$ cat src/shared/meter_port_pkg.sv
package meter_port_pkg;
    // Bus widths
    localparam int REG_ADDR_W = 16;
    localparam int DATA_W = 32;
    localparam int FLAG_W = 32;
    localparam int PIN_COUNT = 3;

    // Two-wire addressing
    localparam logic [6:0] SLAVE_ADDR = 7'h38;
    localparam logic [3:0] BITS_PER_BYTE = 4'h8;
    localparam logic [3:0] LAST_TX_BIT = 4'h7;
    localparam logic [2:0] MAX_DATA_BYTES = 3'h4;
    localparam logic [2:0] IDX_ADDR = 3'h0;
    localparam logic [2:0] IDX_PTR_HI = 3'h1;
    localparam logic [2:0] IDX_PTR_LO = 3'h2;
    localparam logic [2:0] IDX_DATA = 3'h3;

    // Port selection
    localparam logic [1:0] SS_FALLS_LAST = 2'h2;
    localparam int LOCK_BIT = 1;

    // Locally decoded register addresses
    localparam logic [15:0] PORT_CFG_ADDR = 16'hEC01;
    localparam logic [15:0] FLAG_REG_ADDR = 16'hE502;
    localparam logic [2:0] FLAG_BYTES = 3'h4;

    // Event flags
    localparam int RST_DONE_BIT = 15;

    // Pin idle levels at reset
    localparam logic PIN_IDLE = 1'b1;
endpackage

$ cat src/core/pin_sync.sv
`timescale 1ns/10ps
module pin_sync (
    // Clock and reset
    input wire logic clk,
    input wire logic nrst,
    // Raw pins and filtered levels
    input wire logic [meter_port_pkg::PIN_COUNT-1:0] d,
    output logic [meter_port_pkg::PIN_COUNT-1:0] q
);
    import meter_port_pkg::*;

    logic [PIN_COUNT-1:0] s1_q;
    logic [PIN_COUNT-1:0] s2_q;
    logic [PIN_COUNT-1:0] s3_q;

    // Three stages per pin; level moves only when stages two and three agree
    genvar i;
    for (i = 0; i < PIN_COUNT; i++) begin : g_bit
        always_ff @(posedge clk or negedge nrst) begin
            if (!nrst) begin
                s1_q[i] <= PIN_IDLE;
                s2_q[i] <= PIN_IDLE;
                s3_q[i] <= PIN_IDLE;
                q[i] <= PIN_IDLE;
            end else begin
                s1_q[i] <= d[i];
                s2_q[i] <= s1_q[i];
                s3_q[i] <= s2_q[i];
                if (s2_q[i] == s3_q[i]) begin
                    q[i] <= s3_q[i]; // Single-cycle glitches never pass
                end
            end
        end
    end
endmodule

$ cat src/core/event_flags.sv
`timescale 1ns/10ps
module event_flags (
    // Clock and reset
    input wire logic clk,
    input wire logic nrst,
    // Event sources and enables
    input wire logic [meter_port_pkg::FLAG_W-1:0] events,
    input wire logic [meter_port_pkg::FLAG_W-1:0] irq_enable,
    // Write-back clear
    input wire logic clr_we,
    input wire logic [meter_port_pkg::FLAG_W-1:0] clr_data,
    // Flag state and pin
    output logic [meter_port_pkg::FLAG_W-1:0] flags,
    output logic irq_n
);
    import meter_port_pkg::*;

    logic done_q;
    logic [FLAG_W-1:0] hit;

    // Marks the end of the reset process once
    always_ff @(posedge clk or negedge nrst) begin
        if (!nrst) begin
            done_q <= 1'b0;
        end else begin
            done_q <= 1'b1;
        end
    end

    // Sticky flags: a new event beats a write-back in the same cycle
    genvar i;
    for (i = 0; i < FLAG_W; i++) begin : g_flag
        logic set;
        // RQ20 reset finished flag
        assign set = events[i] | ((i == RST_DONE_BIT) & ~done_q);
        // RQ17 write-back clears
        always_ff @(posedge clk or negedge nrst) begin
            if (!nrst) begin
                flags[i] <= 1'b0;
            end else if (set) begin
                flags[i] <= 1'b1;
            end else if (clr_we && clr_data[i]) begin
                flags[i] <= 1'b0;
            end
        end
        // Reset-finished enable is forced on: it cannot be masked
        assign hit[i] = flags[i] & (irq_enable[i] | (i == RST_DONE_BIT));
    end

    // RQ17 pin low on flags
    always_ff @(posedge clk or negedge nrst) begin
        if (!nrst) begin
            irq_n <= 1'b1;
        end else begin
            irq_n <= ~|hit;
        end
    end
endmodule

$ cat src/core/meter_host_port_select_i2c.sv
// Overview of operation
// RQ1 - Fast capture port stays off after every reset until enabled.
// RQ2 - Select line held high keeps the two-wire port until hardware reset.
// RQ3 - Three select falling edges choose the four-wire port until reset; the code also returns to two-wire on power-down.
// RQ4 - Host toggles select as plain I/O or via three dummy writes.
// RQ5 - Two-wire lock bit one in port config freezes two-wire choice.
// RQ6 - Any port config write while four-wire locks that choice.
// RQ7 - Lock survives power states; cleared by hardware reset or power-down.
// RQ8 - Two-wire pins share four-wire clock/data; four-wire excludes capture.
// RQ9 - Slave address is 0x38; write address byte is 0x70.
// RQ10 - Write frame: start, address byte, 16-bit pointer, then value.
// RQ11 - Every received byte in writes and read first stage is acked.
// RQ12 - Master sends stop after last value byte acknowledged.
// RQ13 - Pointer and contents travel most significant bit first.
// RQ14 - Read sets pointer, then repeated start with byte 0x71.
// RQ15 - Device sends value bytes; master nacks last, then stops.
// RQ16 - Master keeps the two-wire clock at or below 400 kHz; the test host clocks at 2.5 MHz (400 ns bits).
// RQ17 - Interrupt pin low on flags; writing flags back clears them.
// RQ18 - Host reads linked secondary register before writing flags back.
// RQ19 - Host catches interrupt on falling edge and clears edge first.
// RQ20 - Reset-finished flag is unmaskable and set after each reset.
// RQ21 - Foreign address byte is not acked; data line stays released.
`timescale 1ns/10ps
module meter_host_port_select_i2c (
    // Clock and reset
    input wire logic clk,
    input wire logic nrst,
    // Shared serial pins
    input wire logic scl_pin,
    input wire logic sda_pin_i,
    output logic sda_pin_o,
    output logic sda_pin_oe_n,
    input wire logic ss_n_pin,
    // Port selection and power
    input wire logic spi_cfg_wr,
    input wire logic power_down,
    input wire logic fast_capture_req,
    output logic four_wire_sel,
    output logic port_locked,
    output logic fast_capture_en,
    // Register access
    output logic [meter_port_pkg::REG_ADDR_W-1:0] reg_addr,
    output logic reg_wr,
    output logic [meter_port_pkg::DATA_W-1:0] reg_wdata,
    output logic [2:0] reg_wbytes,
    output logic reg_rd,
    input wire logic [meter_port_pkg::DATA_W-1:0] reg_rdata,
    input wire logic [2:0] reg_rbytes,
    // Event flags
    input wire logic [meter_port_pkg::FLAG_W-1:0] events,
    input wire logic [meter_port_pkg::FLAG_W-1:0] irq_enable,
    output logic [meter_port_pkg::FLAG_W-1:0] flags,
    output logic interrupt_request_pin_n
);
    import meter_port_pkg::*;

    typedef enum logic [2:0] {
        S_IDLE, S_RX, S_ACK, S_TX, S_ACKIN, S_SKIP
    } i2c_state_t;

    i2c_state_t state_q;
    logic scl_s, sda_s, ss_s;
    logic scl_p_q, sda_p_q, ss_p_q;
    logic scl_rise, scl_fall, ss_fall, start_c, stop_c;
    logic [1:0] ss_cnt_q;
    logic four_wire_q, locked_q, fc_en_q;
    logic [3:0] bit_cnt_q;
    logic [7:0] shreg_q, tx_q;
    logic oe_n_q, rw_q, nack_q;
    logic [2:0] rx_idx_q, tx_idx_q, wbytes_q;
    logic [REG_ADDR_W-1:0] addr_q;
    logic [DATA_W-1:0] wdata_q;
    logic wr_q, rd_q;
    logic byte_done, addr_match, i2c_on;
    logic cfg_wr_i2c, flag_clr;
    logic [DATA_W-1:0] rd_word;
    logic [2:0] rd_len, rem;
    logic [4:0] sh;
    logic [7:0] tx_byte;

    // Pins come from the master's domain
    pin_sync u_sync (
        .clk(clk),
        .nrst(nrst),
        .d({scl_pin, sda_pin_i, ss_n_pin}),
        .q({scl_s, sda_s, ss_s})
    );

    // Previous filtered levels for edge finding
    always_ff @(posedge clk or negedge nrst) begin
        if (!nrst) begin
            scl_p_q <= PIN_IDLE;
            sda_p_q <= PIN_IDLE;
            ss_p_q <= PIN_IDLE;
        end else begin
            scl_p_q <= scl_s;
            sda_p_q <= sda_s;
            ss_p_q <= ss_s;
        end
    end

    // Bus conditions; data moves only while the clock is low
    assign scl_rise = scl_s & ~scl_p_q;
    assign scl_fall = ~scl_s & scl_p_q;
    assign ss_fall = ~ss_s & ss_p_q;
    assign start_c = scl_s & scl_p_q & sda_p_q & ~sda_s;
    assign stop_c = scl_s & scl_p_q & ~sda_p_q & sda_s;

    // RQ8 pins shared with four-wire
    assign i2c_on = ~four_wire_q;
    assign cfg_wr_i2c = wr_q && (addr_q == PORT_CFG_ADDR);
    assign flag_clr = wr_q && (addr_q == FLAG_REG_ADDR);

    // RQ2 two-wire until three falls
    always_ff @(posedge clk or negedge nrst) begin
        if (!nrst) begin
            ss_cnt_q <= 2'h0;
            four_wire_q <= 1'b0;
        end else if (power_down) begin
            ss_cnt_q <= 2'h0;
            four_wire_q <= 1'b0;
        end else if (ss_fall && !locked_q && !four_wire_q) begin
            // RQ3 third fall selects
            if (ss_cnt_q == SS_FALLS_LAST) begin
                four_wire_q <= 1'b1;
            end else begin
                ss_cnt_q <= ss_cnt_q + 2'h1;
            end
        end
    end

    // Lock; only reset or power-down clears it
    always_ff @(posedge clk or negedge nrst) begin
        if (!nrst) begin
            locked_q <= 1'b0;
        end else if (power_down) begin
            // RQ7 power-down releases
            locked_q <= 1'b0;
        end else if (i2c_on && cfg_wr_i2c && wdata_q[LOCK_BIT]) begin
            // RQ5 two-wire lock bit
            locked_q <= 1'b1;
        end else if (four_wire_q && spi_cfg_wr) begin
            // RQ6 four-wire any write
            locked_q <= 1'b1;
        end
    end

    // RQ1 capture off after reset
    always_ff @(posedge clk or negedge nrst) begin
        if (!nrst) begin
            fc_en_q <= 1'b0;
        end else begin
            // Capture cannot run with the four-wire port
            fc_en_q <= fast_capture_req & i2c_on;
        end
    end

    assign byte_done = (state_q == S_RX) && scl_fall
        && (bit_cnt_q == BITS_PER_BYTE);
    // RQ9 address compare
    assign addr_match = (shreg_q[7:1] == SLAVE_ADDR);

    // Byte to send, top byte first
    always_comb begin
        rd_word = reg_rdata;
        rd_len = reg_rbytes;
        rem = 3'h0;
        sh = 5'h0;
        tx_byte = 8'h00;
        if (addr_q == FLAG_REG_ADDR) begin
            rd_word = flags;
            rd_len = FLAG_BYTES;
        end
        // RQ13 MSB byte first
        if (tx_idx_q < rd_len) begin
            rem = rd_len - tx_idx_q - 3'h1;
            sh = {rem[1:0], 3'h0};
            tx_byte = rd_word[sh +: 8];
        end
    end

    // Two-wire slave sequencing and data line
    always_ff @(posedge clk or negedge nrst) begin
        if (!nrst) begin
            state_q <= S_IDLE;
            bit_cnt_q <= 4'h0;
            shreg_q <= 8'h00;
            tx_q <= 8'h00;
            oe_n_q <= 1'b1;
            rw_q <= 1'b0;
            nack_q <= 1'b0;
        end else if (!i2c_on || stop_c) begin
            state_q <= S_IDLE;
            oe_n_q <= 1'b1;
        end else if (start_c) begin
            // Repeated start restarts address reception
            state_q <= S_RX;
            bit_cnt_q <= 4'h0;
            oe_n_q <= 1'b1;
        end else begin
            unique case (state_q)
                S_IDLE: begin
                    oe_n_q <= 1'b1;
                end
                S_RX: begin
                    if (scl_rise) begin
                        // RQ13 MSB first in
                        shreg_q <= {shreg_q[6:0], sda_s};
                        bit_cnt_q <= bit_cnt_q + 4'h1;
                    end else if (byte_done) begin
                        if (rx_idx_q == IDX_ADDR && !addr_match) begin
                            // RQ21 foreign address
                            state_q <= S_SKIP;
                        end else begin
                            // RQ11 ack each byte
                            state_q <= S_ACK;
                            oe_n_q <= 1'b0;
                            if (rx_idx_q == IDX_ADDR) begin
                                rw_q <= shreg_q[0];
                            end
                        end
                    end
                end
                S_ACK: begin
                    if (scl_fall) begin
                        bit_cnt_q <= 4'h0;
                        if (rw_q) begin
                            // RQ15 send first byte
                            state_q <= S_TX;
                            tx_q <= {tx_byte[6:0], 1'b0};
                            oe_n_q <= tx_byte[7];
                        end else begin
                            state_q <= S_RX;
                            oe_n_q <= 1'b1;
                        end
                    end
                end
                S_TX: begin
                    if (scl_fall) begin
                        if (bit_cnt_q == LAST_TX_BIT) begin
                            state_q <= S_ACKIN;
                            oe_n_q <= 1'b1;
                        end else begin
                            bit_cnt_q <= bit_cnt_q + 4'h1;
                            oe_n_q <= tx_q[7];
                            tx_q <= {tx_q[6:0], 1'b0};
                        end
                    end
                end
                S_ACKIN: begin
                    if (scl_rise) begin
                        nack_q <= sda_s;
                    end else if (scl_fall) begin
                        bit_cnt_q <= 4'h0;
                        if (nack_q) begin
                            // RQ15 nack ends sending
                            state_q <= S_SKIP;
                        end else begin
                            state_q <= S_TX;
                            tx_q <= {tx_byte[6:0], 1'b0};
                            oe_n_q <= tx_byte[7];
                        end
                    end
                end
                S_SKIP: begin
                    oe_n_q <= 1'b1;
                end
            endcase
        end
    end

    // Frame fields: pointer, write value and send index
    always_ff @(posedge clk or negedge nrst) begin
        if (!nrst) begin
            rx_idx_q <= IDX_ADDR;
            tx_idx_q <= 3'h0;
            wbytes_q <= 3'h0;
            addr_q <= 16'h0000;
            wdata_q <= 32'h0000_0000;
            wr_q <= 1'b0;
            rd_q <= 1'b0;
        end else begin
            wr_q <= 1'b0;
            rd_q <= 1'b0;
            if (start_c) begin
                rx_idx_q <= IDX_ADDR;
                wbytes_q <= 3'h0;
                wdata_q <= 32'h0000_0000;
            end else if (stop_c && state_q != S_SKIP && !rw_q) begin
                // RQ12 stop commits write
                wr_q <= (wbytes_q != 3'h0);
            end else if (byte_done && !(rx_idx_q == IDX_ADDR
                    && !addr_match)) begin
                if (rx_idx_q != IDX_DATA) begin
                    rx_idx_q <= rx_idx_q + 3'h1;
                end
                // RQ10 pointer then value
                if (rx_idx_q == IDX_ADDR) begin
                    tx_idx_q <= 3'h0;
                    rd_q <= shreg_q[0];
                end else if (rx_idx_q == IDX_PTR_HI) begin
                    addr_q[15:8] <= shreg_q;
                end else if (rx_idx_q == IDX_PTR_LO) begin
                    addr_q[7:0] <= shreg_q;
                end else begin
                    // Oldest byte ends up most significant
                    wdata_q <= {wdata_q[23:0], shreg_q};
                    if (wbytes_q != MAX_DATA_BYTES) begin
                        wbytes_q <= wbytes_q + 3'h1;
                    end
                end
            end else if (state_q == S_TX && scl_fall
                    && bit_cnt_q == LAST_TX_BIT) begin
                tx_idx_q <= tx_idx_q + 3'h1; // Ready before next load
            end
        end
    end

    // Flags and interrupt pin
    event_flags u_flags (
        .clk(clk),
        .nrst(nrst),
        .events(events),
        .irq_enable(irq_enable),
        .clr_we(flag_clr),
        .clr_data(wdata_q),
        .flags(flags),
        .irq_n(interrupt_request_pin_n)
    );

    // Open-drain data: only ever pulls low
    assign sda_pin_o = 1'b0;
    assign sda_pin_oe_n = oe_n_q;
    assign four_wire_sel = four_wire_q;
    assign port_locked = locked_q;
    assign fast_capture_en = fc_en_q;
    assign reg_addr = addr_q;
    assign reg_wr = wr_q;
    assign reg_wdata = wdata_q;
    assign reg_wbytes = wbytes_q;
    assign reg_rd = rd_q;
endmodule

$ cat config.mk
export PLATFORM = sky130hd
export DESIGN_NAME = meter_host_port_select_i2c
export DESIGN_NICKNAME = d
export VERILOG_FILES = /design/src/shared/meter_port_pkg.sv /design/src/core/pin_sync.sv /design/src/core/event_flags.sv /design/src/core/meter_host_port_select_i2c.sv
export SDC_FILE = /design/constraint.sdc
export NUM_CORES = 1
export LEC_CHECK = 0
export BUFFER_PORTS_ARGS = -buffer_cell sky130_fd_sc_hd__buf_2
export CAP_MARGIN = 20
export CORE_UTILIZATION = 45
export CTS_CLUSTER_DIAMETER = 80
export DETAILED_ROUTE_END_ITERATION = 16
export PLACE_DENSITY = 0.76
export SLEW_MARGIN = 20
export SYNTH_ARGS = -nofsm -noshare
export SYNTH_HDL_FRONTEND = slang
export SYNTH_SLANG_ARGS = --single-unit
$ cat constraint.sdc
create_clock -name clk -period 3.9 [get_ports clk]
set_clock_uncertainty 0.2 [all_clocks]
set_input_delay 0.78 -clock clk [delete_from_list [all_inputs] [get_ports clk]]
set_output_delay 0.78 -clock clk [all_outputs]
set_load 0.02 [all_outputs]
Word-level counts from Yosys, hierarchy flattened

Cells that the tools add are included.

Register bits after elaboration: 139
Input port bits: 107
Output and inout bits: 91
Logic and storage cells: 436

Add/sub/neg operators: 7
Magnitude comparators: 1
Equal/unequal tests: 45
Shifts and indexed selects: 1
Muxes and demuxes: 143
Bitwise operators: 55
Reductions and logical operators: 116

Operators with widths:

| kind                   | number |
|---|---|
| $mux W32               | 7 |
| $mux W1                | 88 |
| $mux W3                | 26 |
| $reduce_bool A2 Y1     | 38 |
| $mux W8                | 8 |
| $logic_and A1 B1 Y1    | 47 |
| $and A1 B1 Y1          | 40 |
| $eq A16 B16 Y1 const B | 2 |
| $reduce_or A32 Y1      | 1 |
| $shiftx A32 B6 Y8      | 1 |
| $ne A2 B2 Y1 const B   | 13 |
| $mux W4                | 6 |
| $ne A4 B4 Y1 const B   | 6 |
| $pmux W8 S3            | 1 |
| $ne A3 B3 Y1 const B   | 6 |
| $reduce_and A6 Y1      | 3 |
| $pmux W4 S4            | 1 |
| $reduce_and A8 Y1      | 2 |
| $not A1 Y1             | 14 |
| $ne A4 B3 Y1 const B   | 3 |
| $pmux W3 S4            | 1 |
| $reduce_and A4 Y1      | 3 |
| $reduce_and A10 Y1     | 1 |
| $reduce_and A5 Y1      | 2 |
| other kinds (28)       | 48 |

Logic depth before layout (Yosys ltp)

Gate-level depths: netlist (run 1).

Depth in word-level cells: 12
Gate-level depth with buffers: 12
Mapped depth without buffers: 9

By module

From an unflattened synthesis (run 1), not the netlist that was laid out.

Cell total of the unflattened synthesis: 633
Area, all modules: 6834.1 sq um

By module, submodules not included:

| module                     | times used | cells each | area each (sq um) | seq. area each (sq um) |
|---|---|---|---|---|
| meter_host_port_select_i2c | 1          | 495        | 5078.6            | 2307.2 |
| event_flags                | 1          | 123        | 1406.3            | 852.1 |
| pin_sync                   | 1          | 15         | 349.1             | 315.3 |

Least setup slack after synthesis (run 1)

No wires, ideal clock.

Path type: reg-to-reg
Start point: reg addr_q[14] (netlist: reg_addr[14])
End point: reg oe_n_q (netlist: sda_pin_oe_n)
Setup time: 0.081 ns
Arrival: 3.555 ns
Data required time: 3.619 ns
Setup slack: 0.064 ns
Stages on the path, launching flop included: 12
Buffers on the path: 2
Clock period less this slack: 3.836 ns
Path through: dfrtp_1 -> and4b_1 -> nand4_1 -> buf_1 -> buf_1 -> nand2_1 -> ha_1 -> xor2_1 -> mux2i_1 -> mux4_2 -> or4_1 -> a32oi_1

Word-level cells in the longest chain between the ends: 12

Ends and longest elaborated chain:

| what                   | RTL line                          | source |
|---|---|---|
| from (decl)            | meter_host_port_select_i2c.sv:71  | `logic [REG_ADDR_W-1:0] addr_q;` |
| from (signal assigned) | meter_host_port_select_i2c.sv:302 | `addr_q[15:8] <= shreg_q;` |
| $eq A16 B16 Y1 (*)     | meter_host_port_select_i2c.sv:170 | `if (addr_q == FLAG_REG_ADDR) begin` |
| $mux W3                | meter_host_port_select_i2c.sv:170 |  |
| $sub A2 B2 Y2          | meter_host_port_select_i2c.sv:176 | `rem = rd_len - tx_idx_q - 3'h1;` |
| $sub A2 B1 Y2          | meter_host_port_select_i2c.sv:176 |  |
| $shiftx A32 B6 Y8      | meter_host_port_select_i2c.sv:178 | `tx_byte = rd_word[sh +: 8];` |
| $mux W8 (*)            | meter_host_port_select_i2c.sv:175 | `if (tx_idx_q < rd_len) begin` |
| $mux W1                | meter_host_port_select_i2c.sv:255 | `if (nack_q) begin` |
| $mux W1                | meter_host_port_select_i2c.sv:253 | `end else if (scl_fall) begin` |
| $mux W1                | meter_host_port_select_i2c.sv:251 | `if (scl_rise) begin` |
| $pmux W1 S5 (*)        | meter_host_port_select_i2c.sv:201 | `unique case (state_q)` |
| $mux W1 (*)            | meter_host_port_select_i2c.sv:195 | `end else if (start_c) begin` |
| $mux W1 (*)            | meter_host_port_select_i2c.sv:192 | `end else if (!i2c_on \|\| stop_c) begin` |
| to (signal assigned)   | meter_host_port_select_i2c.sv:231 | `oe_n_q <= tx_byte[7];` |
| to (signal assigned)   | meter_host_port_select_i2c.sv:245 | `oe_n_q <= tx_q[7];` |
| to (signal assigned)   | meter_host_port_select_i2c.sv:261 | `oe_n_q <= tx_byte[7];` |
| to (decl)              | meter_host_port_select_i2c.sv:69  | `logic oe_n_q, rw_q, nack_q;` |

Mark *: on every way between the ends. The rest lies on a longest branch, timed or not. The select of a mux whose other input is x is not followed.
A chain may end at the register's enable or synchronous reset.

Worst setup path in the final report (run 1)

Start point: reg addr_q[5] (netlist: reg_addr[5])
End point: reg oe_n_q (netlist: sda_pin_oe_n)

Same word-level chain as after synthesis.

==> results.txt, run 1 <==
Status: finished clean
Post-synth EDFFs: 0
Slew Limit Fails: 0
Setup TNS: 0 ns
Most common cell after layout, fill and taps aside: buf_2
CP Launch Type: register
Die area: 15500 um2
Data required, critical path: 4.04 ns
Ys Warns: 0
Global Route Usage Sum: 0.259
Worst vdd ir: 0.312 mV
Max Clock Freq: 275 MHz
Origin of the critical flop-to-flop path: reg_addr[5]$_DFFE_PN0P_
Worst-path clk slew: 0.06 ns
Measured slew at the worst slew-check pin: 0.735 ns
Multi-input gate area: 2970 um2
Crit path depth: 10
FILL cells: 1233
Post-route cell area: 8490 um2
Post-DP HPWL: 14.3 mm
Routed wl met2: 9.16 mm
Met3 wire length: 1.21 mm
Hold Crit Class: in -> async
Nets: 952
CTS tree: built
WS Path Type: reg -> reg
Grt total ovfl: 0
Number of remaining DRC errors: 0
Worst slew margin: 0.510
First-pass GRT wire length: 30.3 mm
Hold slack: 0.152 ns
IO Port Bufs: 195
Num rows: 44
CORE AREA: 14600 um2
Vias per inst: 5.56
Syn-to-layout area delta: 25.9%
Initial core utilization: 0.462
Dpl cell area: 7920 um2
# setup viols final: 0
Largest net degree at the start of global routing: 82
Avg WL per Cell: 18.9 um
Via count: 5705
Worst r2r dst: sda_pin_oe_n$_DFFE_PN1P_
#FFs+latches synth: 138
Final min period: 3.63 ns
Critical path buffer and inverter count: 1
Post-CTS sizing: 0
Final worst path period share: 0.931
Final wirelength: 19.4 mm
PwrDens: 496 nW/um2
R2R setup slack: 0.27 ns
Mapped cell area: 6740 um2
Hold Fails Final Rpt: 0
CP startpoint: reg_addr[5]$_DFFE_PN0P_
RSZ-0062 raised after global routing: false
Share of cells above drive strength 1: 0.347
H-Tree Depth: 4
Vias in the first global route: 5345
Post-CTS Repair Setup Buffers: 0
Hold-fix buffers at CTS: 0
Slowest-stage cell, CP: mux4_2
Critical path's top delay family: simple AND/OR/NAND/NOR gates
Inserted Clock Buffers: 17
Worst-Skew Late Latency: 0.43 ns
Synth async-reset ratio: 1.00
Post-Syn Nets: 758
CP Cell Sequence: nor4_1, nand4_1, buf_4, and2_1, ha_1, xor2_1, mux2i_1, mux4_2, or4_1, a32oi_1
CTS sink count: 138
Gpl congestion: 0.952
Lkg Pwr: 0.00407 uW
Chip height: 124 um
Max stage delay on crit path: 0.50 ns
Highest Signal Layer: met4
Maximum net fanout on the critical path: 6
Worst Setup EP: sda_pin_oe_n$_DFFE_PN1P_
First-pass DRT Iterations: 5
DR iter-0 viols: 456
MaxCap Viol Count: 0
Sequential area share after synthesis: 0.515
Mapped Cells: 636
DRT met1 WL: 8.75 mm
Critical Path AT: 3.78 ns
Synth unique cells: 64
Clk root buf: clkbuf_16
Ys flop type: dfrtp_1
Reg2Reg Depth: 10
Setup WS post-layout: 0.268 ns
CTS max path bufs: 2
Initial antenna violation count: 0
Most frequent cells in the layout: 194 x buf_2, 121 x dfrtp_1, 53 x nand2_1
Mapped Avg Cell Area: 10.6 um2
Util after Layout: 0.582
Antenna viol nets, final: 0
Sequential Area: 3470 um2
IO Pins: 198
Pre-CTS setup slack: 0.294 ns
Die width: 124 um
Antenna diodes: 0
CP endpoint kind: register
-- report_power, final --
part	switching, uW	internal, uW	total [uW]
logic	437	370	808
registers	220	1610	1830
clock network	631	939	1570
-- worst register-to-register path: stages, from the launching register on --
cell and delay (ns):
dfrtp_1 0.39, nor4_1 0.47, nand4_1 0.18, buf_4 0.21, and2_1 0.18, ha_1 0.19, xor2_1 0.43, mux2i_1 0.17
mux4_2 0.50, or4_1 0.42, a32oi_1 0.21
-- flip-flops by register name, summed over array words and instances, names as in the netlist, 4 cells and up --
name	count
bit_cnt_q	4
shreg_q	8
reg_wdata	32
u_flags.flags	32
tx_q	7
reg_addr	16
-- metrics by stage --
step | std cells | power [uW]
detailed placement | 995 | 2650
finish | 1026 | 4210
floorplan | 636 | 2350
global route | 1026 | 4420
CTS | 1026 | 4230
global placement | 995 | 2630
-- layout make-up --
cell class                 instances  share of cell area
clock inverter                    14              0.0174
clock buffer                      17              0.0501
timing repair buffer             202               0.123
sequential                       138               0.409
inverter                          52              0.0230
multi-input combinational        419               0.350
tap                              184              0.0271
-- worst min path at each step --
stage                     cells after the start                      from  slack [ns]                             to
after global placement                        0  u_sync.s1_q[1]$_DFF_PN1_        0.15       u_sync.s2_q[1]$_DFF_PN1_
final                                         1                      nrst        0.15  u_flags.flags[22]$_DFFE_PN0P_
after global routing                          0  u_sync.s1_q[2]$_DFF_PN1_        0.16       u_sync.s2_q[2]$_DFF_PN1_
after detailed placement                      0  u_sync.s1_q[2]$_DFF_PN1_        0.15       u_sync.s2_q[2]$_DFF_PN1_
after CTS                                     0  u_sync.s1_q[2]$_DFF_PN1_        0.16       u_sync.s2_q[2]$_DFF_PN1_
after floorplan                               0  u_sync.s1_q[0]$_DFF_PN1_        0.15       u_sync.s2_q[0]$_DFF_PN1_
-- cell usage after synthesis, drive strengths merged, types with 2 or more instances --
| cell type | number | share of area |
|---|---|---|
| dfrtp | 121 | 0.45 |
| nand2 | 53 | 0.030 |
| inv | 52 | 0.029 |
| o21ai | 45 | 0.034 |
| nand3 | 42 | 0.031 |
| mux2i | 37 | 0.055 |
| a21o | 34 | 0.038 |
| mux2 | 33 | 0.055 |
| a21oi | 22 | 0.017 |
| clkbuf | 18 | 0.010 |
| dfstp | 17 | 0.066 |
| nor2 | 16 | 0.0089 |
| ha | 15 | 0.028 |
| a22oi | 12 | 0.013 |
| buf | 9 | 0.0072 |
| a22o | 7 | 0.0091 |
| nand2b | 7 | 0.0065 |
| nand4 | 7 | 0.0065 |
| nor3 | 7 | 0.0052 |
| and3 | 6 | 0.0056 |
| nor2b | 6 | 0.0056 |
| a221oi | 5 | 0.0065 |
| and2 | 5 | 0.0046 |
| a31o | 4 | 0.0052 |
| nand3b | 4 | 0.0045 |
| nor4b | 4 | 0.0061 |
| a21boi | 3 | 0.0033 |
| and4b | 3 | 0.0045 |
| maj3 | 3 | 0.0045 |
| nor3b | 3 | 0.0033 |
| xor2 | 3 | 0.0039 |
| a32o | 2 | 0.0032 |
| a32oi | 2 | 0.0026 |
| conb | 2 | 0.0011 |
| mux4 | 2 | 0.0067 |
| nor4bb | 2 | 0.0030 |
| o211ai | 2 | 0.0022 |
| o2bb2ai | 2 | 0.0026 |
| or3 | 2 | 0.0019 |
| or4b | 2 | 0.0030 |
| xnor2 | 2 | 0.0026 |
-- logic make-up after synthesis --
| logic type | Yosys count | share of synthesized area |
|---|---|---|
| buffers and inverters | 79 | 0.0462 |
| AND/OR/NAND/NOR | 174 | 0.135 |
| XOR/XNOR | 5 | 0.00650 |
| other | 2 | 0.00111 |
| AO/OA/AOI/OAI | 148 | 0.147 |
| flip-flops | 138 | 0.515 |
| adder cells (fa/ha/maj) | 18 | 0.0323 |
| multiplexers | 72 | 0.117 |
-- routing by layer --
layer / global-route usage / vias to the layer above
met4: 0.0794 / 0
met1: 0.377 / 2818
li1: - / 2668
met2: 0.385 / 198
met3: 0.0588 / 21
met5: 0 / -
Note: power is estimated with default switching activity, not from simulation.
==> run 2: changes to the inputs <==
==> constraint.sdc (replaced) <==
create_clock -name clk -period 3.9 [get_ports clk]
set_clock_uncertainty 0.2 [all_clocks]
set_input_delay 0.39 -clock clk [delete_from_list [all_inputs] [get_ports clk]]
set_output_delay 0.39 -clock clk [all_outputs]
set_load 0.02 [all_outputs]
==> run 2 against run 1 <==
First-iteration DRC count rose by 6.6%. Clock power rose by 4%. Power rose by 2.3%. Critical endpoint unchanged. Highest routed layer unchanged.
==> results.txt, run 2 (synthesis results as in run 1) <==
Worst slew margin: 0.393 (-0.117)
IO Pins: 198 (unchanged)
Global Route Usage Sum: 0.267 (+0.00763)
Num rows: 44 (unchanged)
Slew Limit Fails: 0 (unchanged)
Via count: 5871 (+2.9%)
Measured slew at the worst slew-check pin: 0.911 ns (+0.176 ns)
CP Launch Type: register
CTS sink count: 138 (unchanged)
Syn-to-layout area delta: 32.0%
Setup TNS: 0 ns (unchanged)
Die width: 124 um (unchanged)
Nets: 992 (+4.2%)
Initial antenna violation count: 1 (+1)
First-pass DRT Iterations: 5 (unchanged)
Finished Layout Cells: 1065 (+3.8%)
Clk root buf: clkbuf_16
Vias in the first global route: 5749 (+7.6%)
Worst-Skew Late Latency: 0.42 ns (about the same)
Number of remaining DRC errors: 0 (unchanged)
Antenna diodes: 0 (unchanged)
IO Port Bufs: 195 (unchanged)
Chip height: 124 um (unchanged)
Max Clock Freq: 277 MHz (+0.53%)
Initial core utilization: 0.462 (unchanged)
Gpl congestion: 0.968 (+1.6%)
Worst vdd ir: 0.314 mV (+0.51%)
Share of cells above drive strength 1: 0.333 (-0.0142)
CTS max path bufs: 2 (unchanged)
Most common cell after layout, fill and taps aside: buf_2
H-Tree Depth: 4 (unchanged)
Avg WL per Cell: 19.1 um (+0.89%)
CP endpoint kind: register
Status: finished clean
Vias per inst: 5.51 (-0.86%)
Die area: 15500 um2 (unchanged)
MaxCap Viol Count: 0 (unchanged)
CORE AREA: 14600 um2 (unchanged)
Placed Cells incl. Taps: 997 (+0.20%)
WS Path Type: reg -> reg
PwrDens: 484 nW/um2 (-2.4%)
First-pass GRT wire length: 31.7 mm (+4.5%)
RSZ-0062 raised after global routing: false
Most frequent cells in the layout: 194 x buf_2, 121 x dfrtp_1, 53 x nand2_1
Critical Path AT: 3.75 ns (-0.03 ns)
Lkg Pwr: 0.00424 uW (+4.3%)
Hold Crit Class: in -> reg
Maximum net fanout on the critical path: 5 (-1)
Largest net degree at the start of global routing: 113 (+38%)
Final wirelength: 20.3 mm (+4.7%)
Grt total ovfl: 0 (unchanged)
Final min period: 3.61 ns (-0.0191 ns)
Antenna viol nets, final: 0 (unchanged)
Post-CTS Repair Setup Buffers: 0 (unchanged)
# setup viols final: 0 (unchanged)
Post-DP HPWL: 14.5 mm (+1.9%)
Final worst path period share: 0.927 (-0.00489)
Hold Fails Final Rpt: 0 (unchanged)
Data required, critical path: 4.04 ns (about the same)
CTS tree: built
Worst-path clk slew: 0.06 ns (about the same)
Inserted Clock Buffers: 17 (unchanged)
DR iter-0 viols: 486 (+6.6%)
-- run 2: changes by cell type in the layout (fill, tap and decap cells not counted), moves of 2 or more --
cell / delta
dlygate4sd3_1: +38
buf_4: +3
clkbuf_8: +2
inv_6: -2
-- run 2: final timing paths --
kind                       slack, ns                      from  depth (start not counted)                   endpoint
min                             0.04            irq_enable[27]                          4    u_flags.irq_n$_DFF_PN1_
max reg2reg                     0.29   reg_addr[2]$_DFFE_PN0P_                          9   sda_pin_oe_n$_DFFE_PN1P_
min in group asynchronous       0.47                      nrst                          2  reg_wdata[14]$_DFFE_PN0P_
max                             0.29   reg_addr[2]$_DFFE_PN0P_                          9   sda_pin_oe_n$_DFFE_PN1P_
max in group asynchronous       2.14                      nrst                          3   u_sync.s2_q[1]$_DFF_PN1_
min reg2reg                     0.15  u_sync.s1_q[2]$_DFF_PN1_                          0   u_sync.s2_q[2]$_DFF_PN1_
-- run 2: critical path: stages, from the launching register on --
cell and delay [ns]:
dfrtp_1 0.39, nor4b_1 0.46, nand4_1 0.39, and2_1 0.31
ha_1 0.21, xor2_2 0.31, mux2i_1 0.13, mux4_2 0.49
or4_1 0.41, a32oi_1 0.23
-- run 2: per-layer routing --
metal  vias up  GRT usage  share of wire
li1       2733          -              -
met1      2899      0.379           0.45
met2       212      0.411           0.47
met3        27     0.0421          0.058
met4         0      0.103          0.021
met5         -          0              0
-- run 2: power breakdown --
group / leakage (uW) / switching (uW) / internal [uW]
Combinational: 0.00230 / 447 / 394
Sequential: 0.00166 / 224 / 1610
Clock: 0.000289 / 613 / 1020
Total: 0.00424 / 1280 / 3020
-- run 2: cell type report --
cell class,instances,area (um2)
Fill cell,1162,5690
Sequential cell,138,3470
Multi-Input combinational cell,419,2980
Timing Repair Buffer,242,1430
Clock buffer,19,443
Tap cell,184,230
Inverter,52,195
Clock inverter,11,148
-- run 2: timing repair --
item | in CTS | in global routing
endpoints found under the hold margin | 143 | 0
hold buffers | 38 | 0
resized for setup | 0 | 1
endpoints found under the setup margin | 0 | 1
-- run 2: stage by stage --
step                 util  hold slack, ns  cell area (um2)  worst slack (ns)  total power [uW]
floorplan               -          -0.106             6740            0.0644              2350
global placement    0.543           0.146             7920             0.319              2640
detailed placement  0.543           0.147             7920             0.233              2660
CTS                 0.609          0.0143             8890             0.161              4310
global route        0.610          0.0505             8900            0.0901              4490
finish              0.610          0.0370             8900             0.287              4310
==> run 3: changes to the inputs <==
--- a/config.mk
+++ b/config.mk
@@ -10,7 +10,7 @@
 export CORE_UTILIZATION = 45
 export CTS_CLUSTER_DIAMETER = 80
 export DETAILED_ROUTE_END_ITERATION = 16
-export PLACE_DENSITY = 0.76
+export PLACE_DENSITY = 0.71
 export SLEW_MARGIN = 20
 export SYNTH_ARGS = -nofsm -noshare
 export SYNTH_HDL_FRONTEND = slang
==> run 3 against run 2 <==
Sequential power is essentially flat. First-iteration DRC count grew 2.1%. Utilization shrank 0.086 points. Critical path type unchanged. Power is essentially flat. Clock-buffer cell count grew 2. Critical path depth grew 2.
==> results.txt, run 3 (synthesis results as in run 1) <==
Status: finished clean
Measured slew at the worst slew-check pin: 0.876 ns (-0.0354 ns)
Grt total ovfl: 0 (unchanged)
MaxCap Viol Count: 0 (unchanged)
Initial antenna violation count: 0 (-1)
Global Route Usage Sum: 0.264 (-0.00341)
Dpl cell area: 7910 um2 (about the same)
Post-DP HPWL: 14.2 mm (-2.3%)
Maximum net fanout on the critical path: 14 (+9)
Worst-Skew Late Latency: 0.42 ns (about the same)
Slowest-stage cell, CP: mux4_2
CTS sink count: 138 (unchanged)
RSZ-0062 raised after global routing: false
CTS max path bufs: 2 (unchanged)
Clock power frac: 0.379 (about the same)
Max Clock Freq: 297 MHz (+7.5%)
Antenna viol nets, final: 0 (unchanged)
Hold Fails Final Rpt: 0 (unchanged)
Chip height: 124 um (unchanged)
Worst-path clk slew: 0.06 ns (about the same)
FILL cells: 1239 (+6.6%)
Critical path buffer and inverter count: 2 (+2)
Combinational share of power: 0.195 (about the same)
Share of cells above drive strength 1: 0.329 (-0.00341)
Final wirelength: 19.9 mm (-2.1%)
HP Start: irq_enable[12]
Post-CTS Repair Setup Buffers: 0 (unchanged)
Vias per inst: 5.54 (+0.49%)
Die area: 15500 um2 (unchanged)
Worst slew margin: 0.416 (+0.0236)
Inserted Clock Buffers: 17 (unchanged)
Most common cell after layout, fill and taps aside: buf_2
Via count: 5900 (+0.49%)
Origin of the critical flop-to-flop path: reg_addr[3]$_DFFE_PN0P_
CORE AREA: 14600 um2 (unchanged)
Critical Path AT: 3.48 ns (-0.27 ns)
IO Port Bufs: 195 (unchanged)
Crit-path most repeated cell: buf_4
Max stage delay on crit path: 0.48 ns (about the same)
Setup TNS: 0 ns (unchanged)
Syn-to-layout area delta: 31.8%
Hold-fix buffers at CTS: 38 (unchanged)
Sequential Area: 3470 um2 (unchanged)
DR iter-0 viols: 496 (+2.1%)
Switch Pwr: 1280 uW (-0.52%)
Util after Layout: 0.609 (-0.000858)
# setup viols final: 0 (unchanged)
Slew Limit Fails: 0 (unchanged)
Initial core utilization: 0.462 (unchanged)
Hold Crit Class: in -> reg
First-pass GRT wire length: 31.2 mm (-1.8%)
IO Pins: 198 (unchanged)
Largest net degree at the start of global routing: 115 (+1.8%)
CP Cell Sequence: nor4b_1, nand4_1, buf_4, and2_1, ha_1, xor2_1, buf_4, mux2i_1, mux4_2, or4_1, a32oi_1
Gpl congestion: 0.919 (-5.0%)
CP startpoint: reg_addr[3]$_DFFE_PN0P_
Pre-CTS setup slack: 0.607 ns (+0.374 ns)
H-Tree Depth: 4 (unchanged)
CP endpoint kind: register
CTS tree: built
Number of remaining DRC errors: 0 (unchanged)
Critical path's top delay family: simple AND/OR/NAND/NOR gates
Nets: 991 (-0.10%)
Clk root buf: clkbuf_16
Setup WS post-layout: 0.538 ns (+0.251 ns)
First-pass DRT Iterations: 5 (unchanged)
Data required, critical path: 4.02 ns (-0.02 ns)
Vias in the first global route: 5602 (-2.6%)
Internal Pwr Total: 3030 uW (+0.24%)
Sw frac: 0.297 (-0.00160)
Antenna diodes: 0 (unchanged)
Post-CTS sizing: 0 (unchanged)
Multi-input gate area: 2970 um2 (-0.25%)
Lkg Pwr: 0.00424 uW (-0.19%)
Post-route cell area: 8890 um2 (-0.14%)
Final min period: 3.36 ns (-0.251 ns)
Final worst path period share: 0.862 (-0.0644)
Die width: 124 um (unchanged)
Seq pwr share: 0.426 (about the same)
PwrDens: 485 nW/um2 (+0.16%)
WS Path Type: reg -> reg
Avg WL per Cell: 18.7 um (-2.1%)
Most frequent cells in the layout: 194 x buf_2, 121 x dfrtp_1, 53 x nand2_1
Num rows: 44 (unchanged)
CP Launch Type: register
Worst vdd ir: 0.366 mV (+17%)
[run 3: cell count changes in the layout (fill, tap and decap cells not counted), sizes merged]
cell / change
buf: -1
clkbuf: +2
clkinv: -2
inv: +1
[run 3: final timing paths]
| kind | endpoint | slack (ns) | depth (start not counted) |
|---|---|---|---|
| worst min register to register | u_sync.s2_q[2]$_DFF_PN1_ | 0.15 | 0 |
| worst min-delay path | u_flags.irq_n$_DFF_PN1_ | 0.04 | 4 |
| max in group asynchronous | u_flags.irq_n$_DFF_PN1_ | 2.16 | 3 |
| worst max-delay path | sda_pin_oe_n$_DFFE_PN1P_ | 0.54 | 11 |
| worst max register to register | sda_pin_oe_n$_DFFE_PN1P_ | 0.54 | 11 |
| min in group asynchronous | reg_addr[13]$_DFFE_PN0P_ | 0.46 | 2 |
[run 3: stage by stage]
stage / power (uW) / hold slack, ns / instances
after CTS: 4320 / 0.0120 / 1065
after global routing: 4500 / 0.0347 / 1065
after global placement: 2640 / 0.146 / 996
final: 4310 / 0.0422 / 1065
after detailed placement: 2650 / 0.147 / 996
after floorplan: 2350 / -0.106 / 636
[run 3: layout make-up]
class,instances,share of cell area
sequential,138,0.391
clock inverter,10,0.0160
timing repair buffer,241,0.160
clock buffer,21,0.0507
tap,184,0.0259
inverter,52,0.0220
multi-input combinational,419,0.334
[run 3: per-layer routing]
layer	GRT usage	up-vias	wire, um
met5	0	-	0
met4	0.0709	0	221
met3	0.0558	15	1230
met2	0.407	191	9390
met1	0.376	2955	9040
li1	-	2739	-
[run 3: power groups by stage]
| stage | Sequential, uW | Clock [uW] | Combinational (uW) |
|---|---|---|---|
| 6_report | 1840 | 1630 | 839 |
| 3_5_place_dp | 1850 | 0 | 802 |
| 2_1_floorplan | 1830 | 0 | 515 |
| 5_1_grt | 1860 | 1710 | 925 |
| 3_3_place_gp | 1850 | 0 | 787 |
| 4_1_cts | 1830 | 1650 | 841 |
[run 3: worst register-to-register path: stages, from the launching register on]
cell and delay, ns:
dfrtp_1 0.39, nor4b_1 0.39, nand4_1 0.14, buf_4 0.19, and2_1 0.18, ha_1 0.19
xor2_1 0.12, buf_4 0.25, mux2i_1 0.11, mux4_2 0.48, or4_1 0.41, a32oi_1 0.21
